**src/verilog/serial_port_pkg.sv**
```systemverilog
// Purpose: shared constants for the three-wire serial register port
// Assumes: byte-wide registers, 7-bit register address
// Notes: link pins are sampled by the 125 MHz system clock
package serial_port_pkg;

    // ******************************************************************
    // widths and counts
    // ******************************************************************
    localparam int ADDR_W = 7;
    localparam int DATA_W = 8;
    localparam int REG_COUNT = 128;
    localparam logic [2:0] BIT_LAST = 3'h7;
    localparam logic [2:0] BIT_RESET = 3'h0;
    localparam logic [6:0] ADDR_RESET = 7'h00;
    localparam logic [7:0] BYTE_RESET = 8'h00;
    localparam logic [1:0] SYNC_RESET = 2'h3;
    // registers from this address up are not to be used by the master
    localparam logic [6:0] ADDR_UNUSED_FIRST = 7'h78;

    typedef enum logic [1:0] {
        ST_IDLE,
        ST_CMD,
        ST_WRITE,
        ST_READ
    } port_state_e;

endpackage

```
**src/verilog/pin_sync.sv**
```systemverilog
// Purpose: two-flop synchroniser for asynchronous pin levels
// Assumes: one bit, synchronous active-low reset
// Notes: the first flop is read only by the second
`timescale 1ns/1ps
module pin_sync (
    input wire logic clk_in,
    input wire logic resetn_in,
    input wire logic async_in,
    input wire logic reset_level_in,
    output logic sync_out
);
    logic meta_r;
    logic meta_nxt;
    logic sync_r;
    logic sync_nxt;

    // next values: plain shift
    always_comb begin
        meta_nxt = async_in;
        sync_nxt = meta_r;
    end

    // reset level is a tie-off constant at the instance
    always_ff @(posedge clk_in) begin
        if (!resetn_in) begin
            meta_r <= reset_level_in;
            sync_r <= reset_level_in;
        end else begin
            meta_r <= meta_nxt;
            sync_r <= sync_nxt;
        end
    end

    assign sync_out = sync_r;
endmodule

```
**src/verilog/serial_register_port.sv**
```systemverilog
// Purpose: three-wire serial slave port to 128 byte-wide registers
// Assumes: serial clock well below the 125 MHz system clock
// Notes: serial pins are oversampled; edges found after synchronising
`timescale 1ns/1ps
module serial_register_port
    import serial_port_pkg::*;
(
    input wire logic clk_in,
    input wire logic resetn_in,
    input wire logic serial_clk_in,
    input wire logic port_select_low_in,
    input wire logic serial_io_pin_in,
    output logic serial_io_pin_out,
    output logic serial_io_pin_oe_out,
    input wire logic read_edge_select_in,
    output logic [serial_port_pkg::ADDR_W-1:0] reg_addr_out,
    output logic [serial_port_pkg::DATA_W-1:0] reg_wdata_out,
    output logic reg_write_out
);
    import serial_port_pkg::*;

    // ******************************************************************
    // pin synchronisers
    // ******************************************************************
    logic sclk_s;
    logic csn_s;
    logic sdi_s;

    pin_sync u_sync_sclk (
        .clk_in(clk_in),
        .resetn_in(resetn_in),
        .async_in(serial_clk_in),
        .reset_level_in(1'b0),
        .sync_out(sclk_s)
    );
    pin_sync u_sync_csn (
        .clk_in(clk_in),
        .resetn_in(resetn_in),
        .async_in(port_select_low_in),
        .reset_level_in(1'b1),
        .sync_out(csn_s)
    );
    pin_sync u_sync_sdi (
        .clk_in(clk_in),
        .resetn_in(resetn_in),
        .async_in(serial_io_pin_in),
        .reset_level_in(1'b0),
        .sync_out(sdi_s)
    );

    // ******************************************************************
    // edge detection
    // ******************************************************************
    logic sclk_d_r;
    logic sclk_d_nxt;
    logic rise;
    logic fall;

    assign rise = sclk_s & ~sclk_d_r;
    assign fall = ~sclk_s & sclk_d_r;
    assign sclk_d_nxt = sclk_s;

    // ******************************************************************
    // register storage
    // ******************************************************************
    logic [DATA_W-1:0] regs_r [REG_COUNT];

    // ******************************************************************
    // transfer state
    // ******************************************************************
    port_state_e state_r, state_nxt;
    logic [2:0] bit_r, bit_nxt;
    logic [ADDR_W-1:0] addr_r, addr_nxt;
    logic [DATA_W-1:0] shin_r, shin_nxt;
    logic [DATA_W-1:0] shout_r, shout_nxt;
    logic out_r, out_nxt;
    logic oe_r, oe_nxt;
    logic we_r, we_nxt;
    logic [DATA_W-1:0] wdata_r, wdata_nxt;
    logic [ADDR_W-1:0] waddr_r, waddr_nxt;
    logic launch;
    logic [DATA_W-1:0] byte_in;

    // read data launch edge follows the polarity input
    assign launch = read_edge_select_in ? rise : fall;
    // lsb arrives first so new bits enter from the top
    assign byte_in = {sdi_s, shin_r[DATA_W-1:1]};

    // next-state logic for the whole transfer
    always_comb begin
        state_nxt = state_r;
        bit_nxt = bit_r;
        addr_nxt = addr_r;
        shin_nxt = shin_r;
        shout_nxt = shout_r;
        out_nxt = out_r;
        oe_nxt = oe_r;
        we_nxt = 1'b0;
        wdata_nxt = wdata_r;
        waddr_nxt = waddr_r;
        if (csn_s) begin
            // select high: drop to idle, clear the bit count, release the pin
            state_nxt = ST_IDLE;
            bit_nxt = BIT_RESET;
            oe_nxt = 1'b0;
        end else begin
            unique case (state_r)
                ST_IDLE: begin
                    state_nxt = ST_CMD;
                    bit_nxt = BIT_RESET;
                    oe_nxt = 1'b0;
                end
                ST_CMD: begin
                    if (rise) begin
                        shin_nxt = byte_in;
                        bit_nxt = bit_r + 3'h1;
                        if (bit_r == BIT_LAST) begin
                            // bit 0 direction, bits 7..1 address
                            addr_nxt = byte_in[7:1];
                            if (byte_in[0]) begin
                                state_nxt = ST_READ;
                                oe_nxt = 1'b1;
                                shout_nxt = regs_r[byte_in[7:1]];
                                // first bit goes out at once
                                out_nxt = regs_r[byte_in[7:1]][0];
                            end else begin
                                state_nxt = ST_WRITE;
                            end
                        end
                    end
                end
                ST_WRITE: begin
                    if (rise) begin
                        shin_nxt = byte_in;
                        bit_nxt = bit_r + 3'h1;
                        if (bit_r == BIT_LAST) begin
                            we_nxt = 1'b1;
                            wdata_nxt = byte_in;
                            waddr_nxt = addr_r;
                            addr_nxt = addr_r + 7'h01;
                        end
                    end
                end
                ST_READ: begin
                    // count on the sampling edge, launch on chosen edge
                    if (rise) begin
                        bit_nxt = bit_r + 3'h1;
                        if (bit_r == BIT_LAST) begin
                            addr_nxt = addr_r + 7'h01;
                            shout_nxt = regs_r[addr_r + 7'h01];
                        end
                    end
                    if (launch) begin
                        // shout_r[0] mirrors the pin bit, except on fall launch between a byte's last rise and the next fall
                        if (read_edge_select_in && bit_r == BIT_LAST)
                        begin
                            out_nxt = regs_r[addr_r + 7'h01][0];
                            shout_nxt = regs_r[addr_r + 7'h01];
                        end else if (!read_edge_select_in && bit_r ==
                                     BIT_RESET) begin
                            // first fall of a byte drives bit 0 from shout_r[0], without a shift
                            out_nxt = shout_r[0];
                        end else begin
                            out_nxt = shout_r[1];
                            shout_nxt = {1'b0, shout_r[7:1]};
                        end
                    end
                end
            endcase
        end
    end

    // register write port; storage updated one cycle after capture
    always_ff @(posedge clk_in) begin
        if (we_r) begin
            regs_r[waddr_r] <= wdata_r;
        end
    end

    // state registers
    always_ff @(posedge clk_in) begin
        if (!resetn_in) begin
            state_r <= ST_IDLE;
            bit_r <= BIT_RESET;
            addr_r <= ADDR_RESET;
            shin_r <= BYTE_RESET;
            shout_r <= BYTE_RESET;
            out_r <= 1'b0;
            oe_r <= 1'b0;
            we_r <= 1'b0;
            wdata_r <= BYTE_RESET;
            waddr_r <= ADDR_RESET;
            sclk_d_r <= 1'b0;
        end else begin
            state_r <= state_nxt;
            bit_r <= bit_nxt;
            addr_r <= addr_nxt;
            shin_r <= shin_nxt;
            shout_r <= shout_nxt;
            out_r <= out_nxt;
            oe_r <= oe_nxt;
            we_r <= we_nxt;
            wdata_r <= wdata_nxt;
            waddr_r <= waddr_nxt;
            sclk_d_r <= sclk_d_nxt;
        end
    end

    // outputs from flops; pin enable also gated by the synchronised select
    assign serial_io_pin_out = out_r;
    assign serial_io_pin_oe_out = oe_r & ~csn_s;
    assign reg_addr_out = waddr_r;
    assign reg_wdata_out = wdata_r;
    assign reg_write_out = we_r;
endmodule

```
**config.mk**
```make
export PLATFORM = sky130hd
export DESIGN_NAME = serial_register_port
export DESIGN_NICKNAME = d
export VERILOG_FILES = /design/src/verilog/serial_port_pkg.sv /design/src/verilog/pin_sync.sv /design/src/verilog/serial_register_port.sv
export SDC_FILE = /design/constraint.sdc
export NUM_CORES = 1
export LEC_CHECK = 0
export ABC_AREA = 0
export BUFFER_PORTS_ARGS = -buffer_cell sky130_fd_sc_hd__buf_2
export CORE_UTILIZATION = 40
export CTS_BUF_LIST = sky130_fd_sc_hd__clkbuf_4 sky130_fd_sc_hd__clkbuf_8
export CTS_CLUSTER_SIZE = 16
export DETAILED_ROUTE_END_ITERATION = 10
export SLEW_MARGIN = 10
export SYNTH_ARGS = -nofsm -noshare
export SYNTH_HDL_FRONTEND = slang
export SYNTH_SLANG_ARGS = --single-unit
```
**constraint.sdc**
```tcl
create_clock -name clk_in -period 8.6 [get_ports clk_in]
set_clock_uncertainty 0.1 [all_clocks]
set_input_delay 0.86 -clock clk_in [delete_from_list [all_inputs] [get_ports clk_in]]
set_output_delay 0.86 -clock clk_in [all_outputs]
set_load 0.05 [all_outputs]
```
# Yosys cells after proc, flatten, opt, wreduce, memory -nomap -nowiden
# Memories as Yosys holds them, arrays and structs flattened.
# Index checks and enable logic that the tools add are counted.
[totals]
regBits = 53
latchBits = 0
mem_bits_rw = 1024
romBits = 0
out_inout_bits = 18
elab_cells = 95
mem_count = 1
[mem_list]
columns = ["name", "words", "word_bits", "rd", "rd_ports_with_merged_regs", "wr", "line_no", "text"]
rows = [
  ["regs_r", 128, 8, 2, 0, 1, "serial_register_port.sv:66", "logic [DATA_W-1:0] regs_r [REG_COUNT];"],
]
[op_classes]
n_addsub = 2
multipliers = 0
div = 0
order_cmp = 0
eq_ne = 11
n_shift = 0
mux = 35
bitwise = 9
n_reduce_logical = 20
[op_table]
columns = ["operator", "count"]
rows = [
  ["$mux 8", 8],
  ["$mux 7", 4],
  ["$pmux 8 s2", 1],
  ["$mux 1", 14],
  ["$pmux 7 s2", 1],
  ["$reduce_and 6->1", 2],
  ["$ne 2x2->1 const B", 4],
  ["$reduce_and 4->1", 2],
  ["$add 7x1->7 const B", 1],
  ["$ne 2x1->1 const B", 3],
  ["$not 1->1", 6],
  ["$pmux 3 s2", 1],
  ["$reduce_and 3->1", 2],
  ["$reduce_bool 2->1", 3],
  ["$reduce_or 2->1", 3],
  ["$reduce_and 5->1", 1],
  ["$eq 2x2->1 const B", 2],
  ["$mux 2", 2],
  ["$pmux 1 s2", 2],
  ["$pmux 2 s2", 1],
  ["$reduce_or 4->1", 1],
  ["$add 3x1->3 const B", 1],
  ["$and 1x1->1", 3],
  ["$eq 3x3->1 const B", 1],
  ["other kinds (7)", 8],
]

# Depth between registers and ports, before layout
# Gate-level depths: netlist of run 1.
# An unclocked memory read counts as a cell.
[logic_depth]
ltp_word = 8
depth_mapped = 12

# Modules after synthesis
# From an unflattened synthesis of run 1, not the netlist that was laid out.
[hier_totals]
hier_cells = 2676
hier_area_um2 = 50596.0
[by_module_without_submodules]
columns = ["mod", "instances", "cells_each", "area_each_um2"]
rows = [
  ["serial_register_port", 1, 2664, 50408.3],
  ["pin_sync", 3, 4, 62.6],
]

# Worst setup path before layout of run 1
# No wires, ideal clock.
[synth_timing]
path_type = "reg-to-output"
startpoint = "register wdata_r[0], in the netlist reg_wdata_out[0]"
endpoint = "output port reg_wdata_out[0] (netlist bit)"
arrival_time_ps = 2161
setup_slack_ps = 5479
path_stages_with_launch = 1
cell_sequence = "dfxtp_1"
[synth_rtl]
columns = ["element", "line_no", "text"]
rows = [
  ["from (decl)", "serial_register_port.sv:79", "logic [DATA_W-1:0] wdata_r, wdata_nxt;"],
  ["from (signal assigned)", "serial_register_port.sv:203", "wdata_r <= wdata_nxt;"],
  ["to (decl)", "serial_register_port.sv:17", "output logic [serial_port_pkg::DATA_W-1:0] reg_wdata_out,"],
]
# No word-level cell between the ends.

# Final worst setup path of run 1
[layout_timing]
startpoint = "register addr_r[0]"
endpoint = "register shout_r[1]"
[layout_between]
elab_chain_len = 8
[layout_rtl]
columns = ["element", "line_no", "text"]
rows = [
  ["from (decl)", "serial_register_port.sv:73", "logic [ADDR_W-1:0] addr_r, addr_nxt;"],
  ["from (signal assigned)", "serial_register_port.sv:197", "addr_r <= addr_nxt;"],
  ["$add 7x1->7 (*)", "serial_register_port.sv:150, serial_register_port.sv:158", ""],
  ["$mem_v2 128x8 (*)", "--", ""],
  ["$mux 8", "serial_register_port.sv:148", "if (bit_r == BIT_LAST) begin"],
  ["$mux 8", "serial_register_port.sv:146", "if (rise) begin"],
  ["$mux 8", "serial_register_port.sv:159", "end else if (!read_edge_select_in && bit_r =="],
  ["$mux 8", "serial_register_port.sv:155", "if (read_edge_select_in && bit_r == BIT_LAST)"],
  ["$mux 8 (*)", "serial_register_port.sv:153", "if (launch) begin"],
  ["$pmux 8 s2 (*)", "serial_register_port.sv:107", "unique case (state_r)"],
  ["to (signal assigned)", "serial_register_port.sv:199", "shout_r <= shout_nxt;"],
  ["to (decl)", "serial_register_port.sv:75", "logic [DATA_W-1:0] shout_r, shout_nxt;"],
]
# Every way passes the cells marked *; elsewhere a longest branch is shown, timed or not.
# A chain may end at the register's enable or synchronous reset.

==> results.ini, run 1 <==
[run_status]
outcome=completed

[placement]
gp_congestion=0.940
dp_cells=4278
place_hpwl_mm=104
port_buffers=23

[setup_path]
critPathMostFrequentCell=and3_1
worst-path-max-fanout=91
path_delay_family=simple AND/OR/NAND/NOR gates
worstPathRequired_ns=9.29
worst-path-stages=9
crit_buf_inv=2
critPathKind=flip-flop to flip-flop
worstPathCellList=buf_12, and3_1, xnor2_4, buf_4, and2_1, a32oi_1, and3_1, o41ai_1, o2bb2ai_1
arrival_ns=5.39
cp_slowest_cell=and2_1
cpPeakStageDelay_ns=0.94
endpoint_kind=flip-flop
worstSetupStartpointType=flip-flop
reg2reg_depth=9

[synth]
synth_top_family_by_area=multiplexers
synth_area_mm2=0.0506
ys_warn_count=0
synth-xor-area-share_pct=0.203
avgSynthCellArea_um2=18.4
synth-compound-area-share_pct=4.22
syn_inst=2745
synth-main-ff-cell=edfxtp_1
ys_ff_latch=1076
synth-simple-area-share_pct=4.51
async_reset_ff_share_pct=0
synth_edf_count=1024
ys_seq_area_share_pct=62.8
synth_nets=2759
synth.area.mux_share_pct=25.8
synthAdderAreaFrac_pct=0.198
synthDistinctLibCells=67

[routing]
via_per_inst=6.55
vias=30100
first_iter_violations=4343
ant_nets=0
wl_per_cell_um=35.5
wl_mm=164
drc=0
dr.pass1.iters=6

[floorplan]
die_w_um=358
ios=24
core-area_mm2=0.126
num_rows=130
fp.dieH_um=358
dieArea_mm2=0.128
initial_core_util_pct=40.3

[sta]
hold_viol=0
tns_ns=0
setup_violations=0
worst_pin_slew_ns=1.28
finalCriticalPeriod_ns=4.71
max_freq_mhz=212
hold_slack_ns=0.316
max_slew_margin_pct=14.9
slew_violations=0
final.period_utilization_pct=54.7
rsz0062_at_grt=no

[layout]
multi_input_area_mm2=0.0178
drive_gt1_share_pct=32.2
seq_area_mm2=0.0318
nNetsFinal=2823
areaGrowthSynthToFinish_pct=10.7
fin_cells=4603
fillers=10700

[hold_path]
hold_class=flip-flop to flip-flop
worstHoldPathCells=1

[global_route]
antenna_found_initial=4
grt_pass1_wl_mm=231
grt_max_degree=127
grt_pass1_vias=30100
grt.overflow.total=0
gr-usage-all-layers_pct=25.7

[power]
power_density_mw_per_mm2=182
leakage_uw=0.0166
power_uw=10200
peakVddDrop_mv=0.100

[cts]
htree_levels=4
cts_num_sinks=1076
clk_pin_slew_ns=0.07
cts_tree=yes
clockBufferDepth=3
clock_latency_ns=0.91
cts_made_buffers=176
ctsResizeCount=0
cts_root_buf=clkbuf_8

[job]
maxCapViolCount=0

[state kept, by name (all words and copies together), names as in the netlist, 2 cells and up]
register and cells:
addr_r 7, bit_r 3, reg_addr_out 7, reg_wdata_out 8, regs_r 1024, shin_r 7, shout_r 8, state_r 2
[placed cells by master, fill, tap and decap left out, drive strengths merged, types with 18 or more instances in the layout]
cell type and instances:
nand2 168, nor2b 33, nand3 56, mux2i 88, edfxtp 1024, a22oi 43, o21ai 41, a221oi 25
a22o 18, dfxtp 52, inv 21, nor2 153, clkbuf 231, mux4 541, clkinv 67, a21oi 35
nor3 26, buf 97
[per-stage QoR]
stage | utilization (%) | setup WS [ns] | instance area, µm²
after floorplan | - | 5.48 | 50600
after global placement | 41.8 | 3.81 | 52500
after detailed placement | 41.8 | 3.72 | 52500
after CTS | 44.6 | 3.74 | 56000
after global routing | 44.6 | 3.55 | 56000
final | 44.6 | 3.89 | 56000
[synth_stat cells (12+ instances only)]
cell type / number / area [µm²]
a32oi_1: 17 / 149
nor2_1: 153 / 574
a221oi_1: 25 / 219
nor3_1: 26 / 130
a22oi_1: 43 / 323
nand2b_1: 12 / 75.1
mux2i_1: 88 / 881
a21oi_1: 35 / 175
o21ai_0: 41 / 205
a21boi_0: 15 / 113
a32o_1: 13 / 130
mux4_2: 541 / 12200
and3_1: 13 / 81.3
a22o_1: 18 / 158
dfxtp_1: 52 / 1040
buf_2: 77 / 385
nor2b_1: 33 / 206
clkbuf_1: 85 / 319
nand3_1: 56 / 280
buf_4: 37 / 278
nand4_1: 14 / 87.6
edfxtp_1: 1024 / 30700
nand2_1: 168 / 631
[logic make-up after synthesis]
logic type                 Yosys count
DFF                               1076
adders and majority gates            8
AOI/OAI and AO/OA                  289
xor gates and xnor gates            10
buffers and inverters              226
muxes                              630
and+or+nand+nor                    506
[path summary, 6_finish.rpt]
kind / startpoint / endpoint / slack [ns]
worst min register to register: u_sync_csn.meta_r / u_sync_csn.sync_out / 0.32
worst min-delay path: u_sync_csn.meta_r / u_sync_csn.sync_out / 0.32
worst max-delay path: addr_r[0] / shout_r[1] / 3.89
worst max register to register: addr_r[0] / shout_r[1] / 3.89
[power breakdown]
part | total (µW) | internal [µW] | switching, µW
registers | 5650 | 5640 | 1.53
clock network | 4510 | 2370 | 2140
logic | 24.3 | 8.51 | 15.8
total | 10200 | 8020 | 2160
[layer usage]
layer  part of all wire (%)  GRT usage, %  vias up  wire (µm)
met1                     39          35.5    16000      64500
met2                     46          39.2     1999      75600
met5                      0             0        -          0
li1                       -             -    11800          -
met4                    3.9          10.0        0       6310
met3                     10          6.60      307      17100
[area by class of cell]
cell class                 count  area share, %
timing repair buffer         100           1.41
sequential                  1076           56.8
multi-input combinational   1443           31.8
tap                         1650           3.68
clock inverter                88           1.12
antenna                        3         0.0134
clock buffer                 231           5.12
inverter                      12         0.0804
[timing repair]
action / in CTS / in global routing
hold buffers: 3 / 0
endpoints found under the hold margin: 3 / 0
endpoints found under the setup margin: 0 / 0
setup buffers: 0 / 0
No activity file was read; power rests on OpenSTA's default activity.
==> run 2: changes to the inputs <==
- clock period: 8.6 -> 4.2 ns (I/O delays scaled with it)
==> run 2 against run 1 <==
Effect of this change:
- global-route usage down 0.056 points
- power grew 110%
- final cell count grew 2.5%
- via count rose by 2.2%
- sequential power is 110% higher
- setup slack lost 3.6 ns
- routed wire length decreased by 0.11%
- clock power grew 110%
- sequential cell count did not move
- die area unchanged
- critical endpoint is now shout_r[6]
==> results.ini, run 2 (same netlist as run 1, synthesis figures left out) <==
[routing]
vias=30800
via_per_inst=6.53
ant_nets=0
first_iter_violations=4606
wl_per_cell_um=34.6
wl_mm=163
drc=0
dr.pass1.iters=10

[global_route]
grt_max_degree=100
grt_pass1_wl_mm=231
grt.overflow.total=0
gr-usage-all-layers_pct=25.7
antenna_found_initial=7
grt_pass1_vias=30600

[setup_path]
r2r_setup_slack_ns=0.34
worstSetupStartpointType=flip-flop
path_delay_family=compound AO/OA/AOI/OAI gates
cp_slowest_cell=a2111oi_0
crit_buf_inv=1
critPathKind=flip-flop to flip-flop
worstPathCellList=buf_12, mux4_2, mux4_2, nor2b_1, a2111oi_0, a211oi_1, a31oi_1, a21oi_1
worst-path-max-fanout=57
endpoint_kind=flip-flop
arrival_ns=4.52
cpPeakStageDelay_ns=1.08
worstPathRequired_ns=4.86
critPathMostFrequentCell=mux4_2

[placement]
place_hpwl_mm=110
gp_congestion=1.00
dp_cells=4382
postPlaceCellArea_mm2=0.0536
dpl_worst_slack_ns=0.420
port_buffers=23

[run_status]
outcome=completed

[cts]
htree_levels=4
cts_root_buf=clkbuf_8
cts_made_buffers=178
cts_num_sinks=1076
clockBufferDepth=3
clock_latency_ns=0.88
post-cts-setup-buffers=0
clk_pin_slew_ns=0.06
cts_tree=yes

[power]
switching_power_uw=4370
sequentialPowerShare_pct=54.4
power_density_mw_per_mm2=370
p_comb_share_pct=0.2
intPower_uw=16900
sw_frac_of_total_pct=20.6
leakage_uw=0.0174
clockPowerShare_pct=45.3
peakVddDrop_mv=0.208

[layout]
areaGrowthSynthToFinish_pct=13.4
fin_cells=4717
nNetsFinal=2931
drive_gt1_share_pct=35.2
layout_commonest_cell=edfxtp_1
regMostFlops=regs_r
largest_reg_flops=1024
fin_area_mm2=0.0574
final_cell_mix=1,024 x edfxtp_1, 541 x mux4_2, 185 x clkbuf_8

[floorplan]
fp.dieH_um=358
core-area_mm2=0.126
dieArea_mm2=0.128
num_rows=130
die_w_um=358
initial_core_util_pct=40.3
ios=24

[job]
maxCapViolCount=0

[sta]
fin_ws_ns=0.338
max_freq_mhz=259
final.period_utilization_pct=92.0
setup_violations=0
max_slew_margin_pct=13.4
rsz0062_at_grt=no
finalCriticalPeriod_ns=3.86
worst_pin_slew_ns=1.27
hold_slack_ns=0.177
slew_violations=0
hold_viol=0
tns_ns=0

[hold_path]
hold_class=primary input to flip-flop

run 2: cell count changes in the layout (fill, tap and decap cells not counted), moves of 4 or more:
| cell | previous run | this run |
|---|---|---|
| inv_6 | 6 | 0 |
| clkinv_1 | 44 | 30 |
| clkbuf_8 | 181 | 185 |
| clkbuf_4 | 50 | 71 |
| buf_12 | 7 | 33 |
| buf_4 | 67 | 145 |
run 2: final timing paths:
check / from / endpoint / cells after the start
worst min register to register: u_sync_csn.meta_r / u_sync_csn.sync_out / 1
worst max register to register: shin_r[3] / shout_r[6] / 8
worst max-delay path: shin_r[3] / shout_r[6] / 8
worst min-delay path: port_select_low_in / u_sync_csn.meta_r / 3
run 2: routing by layer:
layer | part of all wire, % | track usage (%) | wire length (µm)
met3 | 11 | 5.64 | 17600
met1 | 40 | 36.5 | 64900
met2 | 46 | 38.7 | 74500
met4 | 3.9 | 9.79 | 6430
met5 | 0.0055 | 0 | 9
run 2: timing repair:
| action | 4_1_cts | 5_1_grt |
|---|---|---|
| hold buffers | 5 | 0 |
| resized for setup | 0 | 0 |
| endpoints found under the hold margin | 6 | 0 |
run 2: tightest hold or removal path, stage by stage:
cell and delay (ns):
dlygate4sd3_1 0.53, buf_2 0.10, nand2b_1 0.08
run 2: metrics by stage:
stage | util [%] | total power [µW]
4_1_cts | 45.7 | 21400
5_1_grt | 45.7 | 21800
6_report | 45.7 | 21200
2_1_floorplan | - | 11800
3_5_place_dp | 42.7 | 11800
3_3_place_gp | 42.7 | 11800
run 2: power groups by stage:
stage	combinational (µW)	sequential, µW	clock (µW)
floorplan	27.1	11800	0
global placement	43.9	11800	0
detailed placement	44.4	11800	0
CTS	48.4	11600	9750
global route	52.4	11600	10200
finish	50.5	11600	9630
run 2: area by class of cell:
| class | count | area (µm²) |
|---|---|---|
| repair buffers | 206 | 1910 |
| flip-flops and latches | 1076 | 31800 |
| multi-input cells | 1443 | 17800 |
| inverters | 12 | 45.0 |
| clock inverters | 71 | 629 |
| fillers | 10600 | 68200 |
| diodes | 3 | 7.51 |
| clock buffers | 256 | 3080 |
| well taps | 1650 | 2060 |
